`src/rbc_defines.svh`:
```
// Offsets, field positions, reset values and timing counts for the
// raster engine bus cycle unit. Assumes byte addressing on a 32-bit APB.
`ifndef RBC_DEFINES_SVH
`define RBC_DEFINES_SVH
// Register byte offsets
`define RBC_CTRL_OFF 8'h00
`define RBC_ADDR_OFF 8'h04
`define RBC_WDATA_OFF 8'h08
`define RBC_RDATA_OFF 8'h0C
`define RBC_STAT_OFF 8'h10
`define RBC_PSW_OFF 8'h14
`define RBC_VCR_OFF 8'h18
`define RBC_PC_OFF 8'h1C
`define RBC_RFADDR_OFF 8'h20
// Command register fields
`define RBC_CTRL_KIND 2:0
`define RBC_CTRL_GO 3
`define RBC_CTRL_BSEL 7:4
// Status word bits
`define RBC_PSW_VIE 0
`define RBC_PSW_EIE 1
`define RBC_PSW_TRAP 2
`define RBC_PSW_CLIP 3
`define RBC_PSW_NMI 8
// Video control fields
`define RBC_VCR_VRX 3:0
`define RBC_VCR_SE 4
`define RBC_VCR_SM 5
`define RBC_VCR_SI 6
`define RBC_VCR_SC 7
`define RBC_VCR_RM 9:8
`define RBC_VCR_RAI 10
// Reset values
`define RBC_PC_RST 24'h000000
`define RBC_PSW_RST 4'h0
`define RBC_VCR_RST 11'h000
// Refresh request interval
`define RBC_CLK_NS 10
`define RBC_RF_PERIOD_NS 640
`define RBC_RF_CYCLES (`RBC_RF_PERIOD_NS / `RBC_CLK_NS)
`endif

```
`src/rbc_pkg.sv`:
```
// Types shared by the raster engine bus cycle unit.
// Assumes the defines header supplies all numeric constants.
package rbc_pkg;
  // Bus cycle sequencer states
  typedef enum logic [2:0] {
    S_IDLE = 3'b000,
    S_T1 = 3'b001,
    S_T2 = 3'b010,
    S_T3 = 3'b011,
    S_HOLD = 3'b100
  } rbc_state_t;
  // Bus cycle kinds
  typedef enum logic [2:0] {
    K_OP_RD = 3'b000,
    K_OP_WR = 3'b001,
    K_FETCH = 3'b010,
    K_REFRESH = 3'b011,
    K_BLT_SRC = 3'b100,
    K_BLT_DST_WR = 3'b101,
    K_BLT_RMW = 3'b110,
    K_LINE_RMW = 3'b111
  } rbc_kind_t;
endpackage : rbc_pkg

```
`src/rbc_bus_cycle_unit.sv`:
```
// Bus cycle generator of a raster graphics processor with APB registers.
// Assumes one pclk cycle per T state; pins are synchronised here.
// Functional notes
// (RULE1) Reset zeroes program counter; fetches from zero
// (RULE2) Reset clears status word enable bits
// (RULE3) Reset clears video control register fields
// (RULE4) All interrupts stay disabled until enabled
// (RULE5) First status word write enables nonmaskable
// (RULE6) Glue treats read/write status as status only
// (RULE7) Address latch enable marks each cycle start
// (RULE8) Non-drawing: 24-bit address, 16-bit data
// (RULE9) Operand cycle: status 00, read/write by direction
// (RULE10) Fetch: status bit0 1, bit1 0, read
// (RULE11) Refresh: status 11, read, on own request
// (RULE12) Non-drawing cycles take three T states minimum
// (RULE13) Second T state repeats until wait high
// (RULE14) Status outputs static during wait loop
// (RULE15) Read data captured in third T state
// (RULE16) Blit source read status encoding
// (RULE17) Blit destination write status encoding
// (RULE18) Blit read-modify-write status encoding
// (RULE19) Line read-modify-write with bit select
// (RULE20) Drawing cycles two T states, back to back
// (RULE21) Hold: finish cycle, float lines, acknowledge
// (RULE22) Refresh request keeps working during hold
// (RULE23) Refresh request per selected refresh mode
// (RULE24) Other master drives only after acknowledge
//
// The APB slave port and the placing of the registers are this design's own decisions.
`include "rbc_defines.svh"
`timescale 1ns/1ps
module rbc_bus_cycle_unit
  import rbc_pkg::*;
(
  input wire logic pclk,
  input wire logic presetn,
  input wire logic psel,
  input wire logic penable,
  input wire logic pwrite,
  input wire logic [7:0] paddr,
  input wire logic [31:0] pwdata,
  output logic [31:0] prdata,
  output logic pready,
  output logic pslverr,
  input wire logic [15:0] muxed_addr_data_in,
  output logic [23:0] muxed_addr_data_out,
  output logic [23:0] muxed_addr_data_oe,
  output logic addr_latch_enable,
  output logic bus_status_bit0,
  output logic bus_status_bit1,
  output logic read_status_n,
  output logic write_status_n,
  output logic line_blit_select,
  output logic [3:0] bit_select_outputs,
  input wire logic bus_wait_release,
  input wire logic bus_hold_req_n,
  output logic bus_hold_ack_n,
  output logic refresh_request_n
);
  // Status pattern {line/blit, bit1, bit0, read_n, write_n} per kind
  function automatic logic [4:0] kind_status(input rbc_kind_t k);
    unique case (k)
      K_OP_RD: kind_status = 5'h01;
      K_OP_WR: kind_status = 5'h02;
      // (RULE10) Fetch status encoding
      K_FETCH: kind_status = 5'h05;
      K_REFRESH: kind_status = 5'h0D;
      // (RULE16) Blit source read encoding
      K_BLT_SRC: kind_status = 5'h09;
      // (RULE17) Blit destination write encoding
      K_BLT_DST_WR: kind_status = 5'h0A;
      // (RULE18) Blit read-modify-write encoding
      K_BLT_RMW: kind_status = 5'h08;
      K_LINE_RMW: kind_status = 5'h18;
    endcase
  endfunction : kind_status
  // Drawing cycles end after the wait loop, with no third T state
  function automatic logic is_draw(input rbc_kind_t k);
    is_draw = k[2];
  endfunction : is_draw

  // Pin synchronisers, two stages each
  logic wait_meta;
  logic wait_s;
  logic hold_meta;
  logic hold_s_n;
  logic [15:0] din_meta;
  logic [15:0] din_s;
  // Sequencer and cycle context
  rbc_state_t state;
  rbc_state_t next_state;
  rbc_kind_t cur_kind;
  logic [23:0] cyc_addr;
  // Software command
  rbc_kind_t cmd_kind;
  logic [23:0] cmd_addr;
  logic [15:0] cmd_wdata;
  logic [3:0] cmd_bsel;
  logic cmd_pend;
  // Processor state
  logic [23:0] program_counter;
  logic [3:0] psw_en;
  logic nmi_en;
  logic [10:0] video_control_register;
  logic [15:0] rdata;
  // Refresh generator
  logic [23:0] rf_addr;
  logic [15:0] rf_cnt;
  logic rf_pend;
  // APB handshake
  logic ack;

  // Synchronise pins before any logic reads them
  always_ff @(posedge pclk or negedge presetn)
  begin
    if (!presetn)
    begin
      wait_meta <= 1'b0;
      wait_s <= 1'b0;
      hold_meta <= 1'b1;
      hold_s_n <= 1'b1;
      din_meta <= 16'h0000;
      din_s <= 16'h0000;
    end
    else
    begin
      wait_meta <= bus_wait_release;
      wait_s <= wait_meta;
      hold_meta <= bus_hold_req_n;
      hold_s_n <= hold_meta;
      din_meta <= muxed_addr_data_in;
      din_s <= din_meta;
    end
  end

  // APB decode: access completes on the second access cycle
  wire acc = psel & penable;
  wire wr_en = acc & pwrite & ack;
  wire hit_ctrl = paddr == `RBC_CTRL_OFF;
  wire hit_addr = paddr == `RBC_ADDR_OFF;
  wire hit_wdata = paddr == `RBC_WDATA_OFF;
  wire hit_rdata = paddr == `RBC_RDATA_OFF;
  wire hit_stat = paddr == `RBC_STAT_OFF;
  wire hit_psw = paddr == `RBC_PSW_OFF;
  wire hit_vcr = paddr == `RBC_VCR_OFF;
  wire hit_pc = paddr == `RBC_PC_OFF;
  wire hit_rf = paddr == `RBC_RFADDR_OFF;
  wire hit_any = hit_ctrl | hit_addr | hit_wdata | hit_rdata | hit_stat
    | hit_psw | hit_vcr | hit_pc | hit_rf;
  wire wr_psw = wr_en & hit_psw;
  wire go_req = wr_en & hit_ctrl & pwdata[`RBC_CTRL_GO];
  wire [31:0] rd_mux =
    hit_ctrl ? {24'h000000, cmd_bsel, 1'b0, cmd_kind} :
    hit_addr ? {8'h00, cmd_addr} :
    hit_wdata ? {16'h0000, cmd_wdata} :
    hit_rdata ? {16'h0000, rdata} :
    hit_stat ? {26'h0000000, rf_pend, cmd_pend, ~hold_s_n, state} :
    hit_psw ? {23'h000000, nmi_en, 4'h0, psw_en} :
    hit_vcr ? {21'h000000, video_control_register} :
    hit_pc ? {8'h00, program_counter} :
    hit_rf ? {8'h00, rf_addr} : 32'h00000000;
  assign pready = ack;
  assign pslverr = ack & ~hit_any;

  // APB answer flops
  always_ff @(posedge pclk or negedge presetn)
  begin
    if (!presetn)
    begin
      ack <= 1'b0;
      prdata <= 32'h00000000;
    end
    else
    begin
      ack <= acc & ~ack;
      // Read data is registered in the first access cycle
      if (acc & ~ack & ~pwrite)
        prdata <= rd_mux;
    end
  end

  // Arbitration at the end of each cycle or when idle
  wire hold_req = ~hold_s_n;
  wire end_draw = (state == S_T2) & wait_s & is_draw(cur_kind);
  wire cycle_free = (state == S_IDLE) | (state == S_T3) | end_draw;
  wire launch = cycle_free & ~hold_req & (rf_pend | cmd_pend);
  wire rf_launch = launch & rf_pend;
  wire cmd_launch = launch & ~rf_pend;
  wire rbc_kind_t kind_sel = rf_pend ? K_REFRESH : cmd_kind;
  wire [23:0] addr_sel = rf_pend ? rf_addr :
    (cmd_kind == K_FETCH) ? program_counter : cmd_addr;
  wire rbc_kind_t next_kind = launch ? kind_sel : cur_kind;
  wire next_busy = (next_state == S_T1) | (next_state == S_T2)
    | (next_state == S_T3);
  wire drive_data = next_kind == K_OP_WR;
  wire fetch_done = (state == S_T3) & (cur_kind == K_FETCH);
  wire read_done = (state == S_T3) & (cur_kind != K_OP_WR);
  wire rf_tick = (video_control_register[`RBC_VCR_RM] != 2'b00)
    & (rf_cnt == 16'(`RBC_RF_CYCLES - 1));

  // Next state of the T-state sequencer
  always_comb
  begin
    next_state = state;
    unique case (state)
      S_IDLE: next_state = S_IDLE;
      S_T1: next_state = S_T2;
      // (RULE13) Wait loop in T2
      S_T2: if (wait_s && !is_draw(cur_kind)) next_state = S_T3;
      S_T3: next_state = S_IDLE;
      S_HOLD: if (!hold_req) next_state = S_IDLE;
      default: next_state = S_IDLE;
    endcase
    // (RULE21) Hold granted only between cycles
    if (cycle_free)
      next_state = hold_req ? S_HOLD : launch ? S_T1 : S_IDLE;
  end

  // Sequencer state and cycle context
  always_ff @(posedge pclk or negedge presetn)
  begin
    if (!presetn)
    begin
      state <= S_IDLE;
      cur_kind <= K_OP_RD;
      cyc_addr <= 24'h000000;
    end
    else
    begin
      state <= next_state;
      if (launch)
      begin
        cur_kind <= kind_sel;
        cyc_addr <= addr_sel;
      end
    end
  end

  // Pin outputs, all from flops; idle status is read/write high
  always_ff @(posedge pclk or negedge presetn)
  begin
    if (!presetn)
    begin
      {line_blit_select, bus_status_bit1, bus_status_bit0} <= 3'h0;
      {read_status_n, write_status_n} <= 2'h3;
      addr_latch_enable <= 1'b0;
      muxed_addr_data_out <= 24'h000000;
      muxed_addr_data_oe <= 24'h000000;
      bit_select_outputs <= 4'h0;
      bus_hold_ack_n <= 1'b1;
    end
    else
    begin
      // (RULE7) One strobe in the first T state
      addr_latch_enable <= launch;
      bus_hold_ack_n <= next_state != S_HOLD;
      // (RULE8) High byte held, low word drives data on writes
      muxed_addr_data_oe <= {{8{next_busy}},
        {16{(next_state == S_T1) | (next_busy & drive_data)}}};
      if (launch)
      begin
        // (RULE9) Status fixed for the whole cycle
        {line_blit_select, bus_status_bit1, bus_status_bit0,
          read_status_n, write_status_n} <= kind_status(kind_sel);
        muxed_addr_data_out <= addr_sel;
        // (RULE19) Bit select for line drawing
        bit_select_outputs <= cmd_bsel;
      end
      else if (state == S_T1 && drive_data)
        muxed_addr_data_out <= {cyc_addr[23:16], cmd_wdata};
      else if (!next_busy)
      begin
        {line_blit_select, bus_status_bit1, bus_status_bit0} <= 3'h0;
        {read_status_n, write_status_n} <= 2'h3;
      end
    end
  end

  // Software command holding register
  always_ff @(posedge pclk or negedge presetn)
  begin
    if (!presetn)
    begin
      cmd_kind <= K_OP_RD;
      cmd_addr <= 24'h000000;
      cmd_wdata <= 16'h0000;
      cmd_bsel <= 4'h0;
      cmd_pend <= 1'b0;
    end
    else
    begin
      // Command fields are frozen while one is pending
      if (wr_en & hit_ctrl & ~cmd_pend)
      begin
        cmd_kind <= rbc_kind_t'(pwdata[`RBC_CTRL_KIND]);
        cmd_bsel <= pwdata[`RBC_CTRL_BSEL];
      end
      if (wr_en & hit_addr & ~cmd_pend)
        cmd_addr <= pwdata[23:0];
      if (wr_en & hit_wdata & ~cmd_pend)
        cmd_wdata <= pwdata[15:0];
      cmd_pend <= (go_req & ~cmd_pend) | (cmd_pend & ~cmd_launch);
    end
  end

  // Processor state registers
  always_ff @(posedge pclk or negedge presetn)
  begin
    if (!presetn)
    begin
      // (RULE1) Program counter starts at zero
      program_counter <= `RBC_PC_RST;
      // (RULE2) Enable bits cleared
      psw_en <= `RBC_PSW_RST;
      // (RULE5) Nonmaskable disabled until first write
      nmi_en <= 1'b0;
      // (RULE3) Video control cleared
      video_control_register <= `RBC_VCR_RST;
      rdata <= 16'h0000;
    end
    else
    begin
      // (RULE1) Fetch address advances per fetch
      if (fetch_done)
        program_counter <= program_counter + 24'h000001;
      else if (wr_en & hit_pc)
        program_counter <= pwdata[23:0];
      // (RULE4) Enables change only by software
      if (wr_psw)
        psw_en <= pwdata[3:0];
      // (RULE5) Any status word write arms it
      if (wr_psw)
        nmi_en <= 1'b1;
      if (wr_en & hit_vcr)
        video_control_register <= pwdata[10:0];
      // (RULE15) Data taken in the third T state
      if (read_done)
        rdata <= din_s;
    end
  end

  // Refresh request generator, runs during hold as well
  always_ff @(posedge pclk or negedge presetn)
  begin
    if (!presetn)
    begin
      rf_cnt <= 16'h0000;
      rf_pend <= 1'b0;
      rf_addr <= 24'h000000;
      refresh_request_n <= 1'b1;
    end
    else
    begin
      // (RULE23) Interval counts only with a mode selected
      if (video_control_register[`RBC_VCR_RM] == 2'b00 || rf_tick)
        rf_cnt <= 16'h0000;
      else
        rf_cnt <= rf_cnt + 16'h0001;
      // (RULE22) New request wins over service
      rf_pend <= rf_tick | (rf_pend & ~rf_launch);
      refresh_request_n <= ~(rf_tick | (rf_pend & ~rf_launch));
      if (wr_en & hit_rf)
        rf_addr <= pwdata[23:0];
      else if (rf_launch & video_control_register[`RBC_VCR_RAI])
        rf_addr <= rf_addr + 24'h000001;
    end
  end

  // Checks on the documented bus behaviour
  wire [4:0] pin_status = {line_blit_select, bus_status_bit1,
    bus_status_bit0, read_status_n, write_status_n};
endmodule : rbc_bus_cycle_unit

```
`config.mk`:
```
export PLATFORM = sky130hd
export DESIGN_NAME = rbc_bus_cycle_unit
export DESIGN_NICKNAME = d
export VERILOG_FILES = /design/src/rbc_pkg.sv /design/src/rbc_bus_cycle_unit.sv
export VERILOG_INCLUDE_DIRS = /design/src
export SDC_FILE = /design/constraint.sdc
export NUM_CORES = 1
export LEC_CHECK = 0
export BUFFER_PORTS_ARGS = -buffer_cell sky130_fd_sc_hd__buf_2
export CAP_MARGIN = 20
export CORE_ASPECT_RATIO = 0.9
export CORE_MARGIN = 2
export CORE_UTILIZATION = 50
export DETAILED_ROUTE_END_ITERATION = 8
export MAX_ROUTING_LAYER = met4
export PLACE_DENSITY = 0.7
export SLEW_MARGIN = 20
export SYNTH_ARGS = -nofsm -noshare
export SYNTH_HDL_FRONTEND = slang
export SYNTH_SLANG_ARGS = --single-unit
```
`constraint.sdc`:
```
create_clock -name pclk -period 3 [get_ports pclk]
set_input_delay 0.15 -clock pclk [delete_from_list [all_inputs] [get_ports pclk]]
set_output_delay 0.15 -clock pclk [all_outputs]
set_load 0.05 [all_outputs]
```
==> metrics.log <==
[metrics] row cnt: 54
[metrics] clock latency of the later-clocked register in the worst-skew pair: 0.56 ns
[metrics] final WL: about 36,000 um
[metrics] flip-flop and latch count after synthesis: about 260
[metrics] worst IR drop on VDD: between 400 and 500 uV
[metrics] Final #Nets: between 1,000 and 1,500
[metrics] iteration-0 DRC count of the detailed router: approximately 1,100
[metrics] wire length of the first global-routing pass: 56,700 um
[metrics] footprint of the flip-flops and latches: 0.00646 mm^2
[metrics] per-cell routed wire length: 21.2 um
[metrics] Clock Tree Buf Depth: 3
[metrics] dominant register cell in the synthesized netlist: dfrtp_1
[metrics] CTS clk-pin slew, worst paths: around 0.06 ns
[metrics] hold buffer count at cts: 45
[metrics] total vias in the final route: ~10,000
[metrics] sum of internal, switching and leakage power: about 8.8 mW
[metrics] max-cap violations: 0
[metrics] effective utilization at floorplan: between 50 and 60%
[metrics] FF-to-FF Start: hold_s_n$_DFF_PN1_
[metrics] instance count of the mapped netlist: 1,178
[metrics] drt drc: 0
[metrics] crit path launch type: flop
[metrics] overall die width: roughly 170 um
[metrics] Leakage: ~6.7 nW
[metrics] Clock Skew: 0.0249 ns
[metrics] maximum single-stage delay on the critical path: around 0.59 ns
[metrics] number of sinks handled by clock tree synthesis: about 260
[metrics] library cell with the largest summed area after synthesis: dfrtp_1
[metrics] RSZ-0062 raised after global routing: no
[metrics] Synth-to-Final Area Change: 19.8%
[metrics] number of buffers inserted to repair setup after CTS: 0
[metrics] cell chosen for the clock root: clkbuf_16
[metrics] vias in the first global route: ~10,000
[metrics] total CTS buffers: 28
[metrics] number of nets with antenna violations after detailed routing: 0
[metrics] post-synthesis instance area: roughly 0.012 mm^2
[metrics] gr ovfl total: 0
[metrics] share of Yosys cell area claimed by the top area cell type: around half
[metrics] die area: 0.0262 mm^2
[metrics] worst-margin pin slew: about 1.0 ns
[metrics] Pre-Repair DR Iteration Count: 5
[metrics] worst slew margin relative to its limit: a little under a third
[metrics] cell breakdown of the critical path: nand2b_1, a2111o_1, buf_4, a222oi_1, a21oi_1
[metrics] warning count from the yosys run: 0
[metrics] # port buffers: 140
[metrics] arrival time of the worst setup path: 2.74 ns
[metrics] final setup violation count: 0
[metrics] cts repair resizes: 0
[metrics] Final Cycle Share: 77.5%
[metrics] min Tclk post-route: about 2.3 ns
[metrics] # H-tree levels: 1
[metrics] Vias/cell: 6.06
[metrics] share of post-route cells with drive strength above 1: 25.6%
[metrics] cell type of the slowest stage on the worst timing path: dfstp_2
[metrics] top post-synthesis cells by area: dfrtp_1 51%, mux2_2 5.8%, o21ai_0 4.1%
[metrics] aggregate negative setup slack: 0 ns
[metrics] critical setup path kind: flop to flop
[metrics] antenna violations before repair: 0
[metrics] async set-or-reset flop fraction in the synthesized netlist: 100%
[metrics] core box area: roughly 0.024 mm^2
[metrics] DPL Wire Length: between 20,000 and 25,000 um
[metrics] power per standard cell area: between 500 and 600 mW/mm^2
[metrics] max-slew violation count: 0
[metrics] area of the multi-input gates: roughly 0.0055 mm^2
[metrics] number of inserted filler cells in the final layout: a little under 2,000
[metrics] Worst Path Max Fanout: 16
[metrics] total count of hold-check failures in the final report: 0
[metrics] antenna diode instance count: 0
[metrics] Seq/Total Area, Yosys: 51.9%
[metrics] Worst setup startpoint: hold_s_n$_DFF_PN1_
[metrics] post-synthesis area per instance: between 10 and 15 um^2
[metrics] data required time at the worst endpoint: 3.42 ns
[metrics] placer's final routability congestion estimate: 0.922
[metrics] worst hold path startpoint: pwrite
[metrics] status: complete, no violations
[metrics] maximum operating frequency: around 430 MHz
[metrics] CTS tree: done
[metrics] total track usage: 28.6%
[metrics] count of pins on the block boundary: ~160
[metrics] count of distinct cell types in the synthesized netlist: 76
[metrics] number of flops mapped to enable cells by yosys: 0
[metrics] kind of capture point of the worst setup path: flop
[metrics] maximum number of pins on one net before global-route repair: around 100
[metrics] Hold/Removal Path Class: input port to flop
[metrics] Die H: between 150 and 200 um
-- where the power goes --
part | total (mW) | internal, mW | switching (mW)
registers | 3.91 | 3.74 | 0.165
logic | 1.38 | 0.415 | 0.967
clock network | 3.54 | 2.12 | 1.42
total | 8.82 | 6.28 | 2.55
-- per-layer routing --
layer,track usage (%),vias up,share of wire (%)
met4,10.5,0,3.8
met5,-,-,0
met1,40.1,5074,44
met3,5.17,104,8.4
met2,41.9,532,44
li1,-,4604,-
-- path summary, 6_finish.rpt --
check	slack [ns]	endpoint	cells past startpoint
setup reg to reg	0.68	muxed_addr_data_out[6]$_DFFE_PN0P_	5
max in group asynchronous	1.84	refresh_request_n$_DFF_PN1_	3
setup / recovery	0.68	muxed_addr_data_out[6]$_DFFE_PN0P_	5
min in group asynchronous	0.25	bit_select_outputs[3]$_DFFE_PN0N_	2
hold reg to reg	0.35	din_s[6]$_DFF_PN0_	0
hold / removal	0.16	prdata[1]$_DFFE_PN0P_	5
-- placed cells by master (no fill, tap or decap), types with 16 or more instances in the layout --
master         instances
nand3_1               37
buf_2                139
dfrtp_1              252
a21oi_1               41
clkbuf_16             29
nor3_1                16
and3_1                18
o22a_1                22
mux2_4                20
nor2_1                75
o21ai_0              103
xor2_1                24
mux2_2                64
dlygate4sd3_1         45
nand2_1              126
a22o_1                19
mux2i_1               17
nand4_1               25
buf_4                 44
-- synth_stat cells, types with 10 or more instances --
cell / instances
inv_1: 14
nand3_1: 37
nor4_1: 10
mux2i_1: 17
o22a_1: 22
a222oi_1: 11
mux2_2: 64
a21oi_1: 41
xnor2_1: 11
dfrtp_1: 252
o21ai_0: 103
a22o_1: 19
nor3_1: 16
and3_1: 18
o22ai_1: 10
xor2_1: 24
nand2_1: 126
a22oi_1: 11
nand4_1: 25
buf_4: 31
nor2_1: 75
clkbuf_1: 56
mux2_4: 20
nand2b_1: 10
-- kinds of logic after synthesis --
kind of cell,after synthesis,share of synthesized area [%]
muxes,103,9.74
xor gates and xnor gates,35,2.46
AOI/OAI and AO/OA,293,16.0
adders and majority gates,3,0.301
buffers and inverters,118,4.81
DFF,258,51.9
other,1,0.0301
and+or+nand+nor,367,14.7
-- registers in the layout (all words and copies together) (netlist names), 24 cells and up --
| signal | count |
|---|---|
| prdata | 24 |
| program_counter | 24 |
| rf_addr | 24 |
| cmd_addr | 24 |
| muxed_addr_data_out | 24 |
-- through the flow --
stage / std cells / hold WS [ns] / cell area [um^2] / setup WS, ns / util, %
2_1_floorplan: 1185 / -0.146 / 12500 / 0.661 / -
4_1_cts: 1703 / 0.132 / 14900 / 0.716 / 61.2
3_3_place_gp: 1608 / 0.257 / 13500 / 0.557 / 55.5
6_report: 1703 / 0.155 / 14900 / 0.676 / 61.2
5_1_grt: 1703 / 0.181 / 14900 / 0.555 / 61.2
3_5_place_dp: 1608 / 0.259 / 13500 / 0.533 / 55.5
-- worst max-delay path, delay by kind of cell, from the launching register on --
kind	cells	cell delay (ns)
compound gates	3	1.12
flops	1	0.59
simple gates	1	0.19
buf+inv	1	0.26
-- layout make-up --
cell class | instances | area share, %
Clock buffer | 40 | 5.41
Timing Repair Buffer | 234 | 10.7
Multi-Input combinational cell | 809 | 36.5
Inverter | 16 | 0.402
Tap cell | 336 | 2.82
Sequential cell | 258 | 43.3
Clock inverter | 10 | 0.888
No activity file was read; power rests on OpenSTA's default activity.
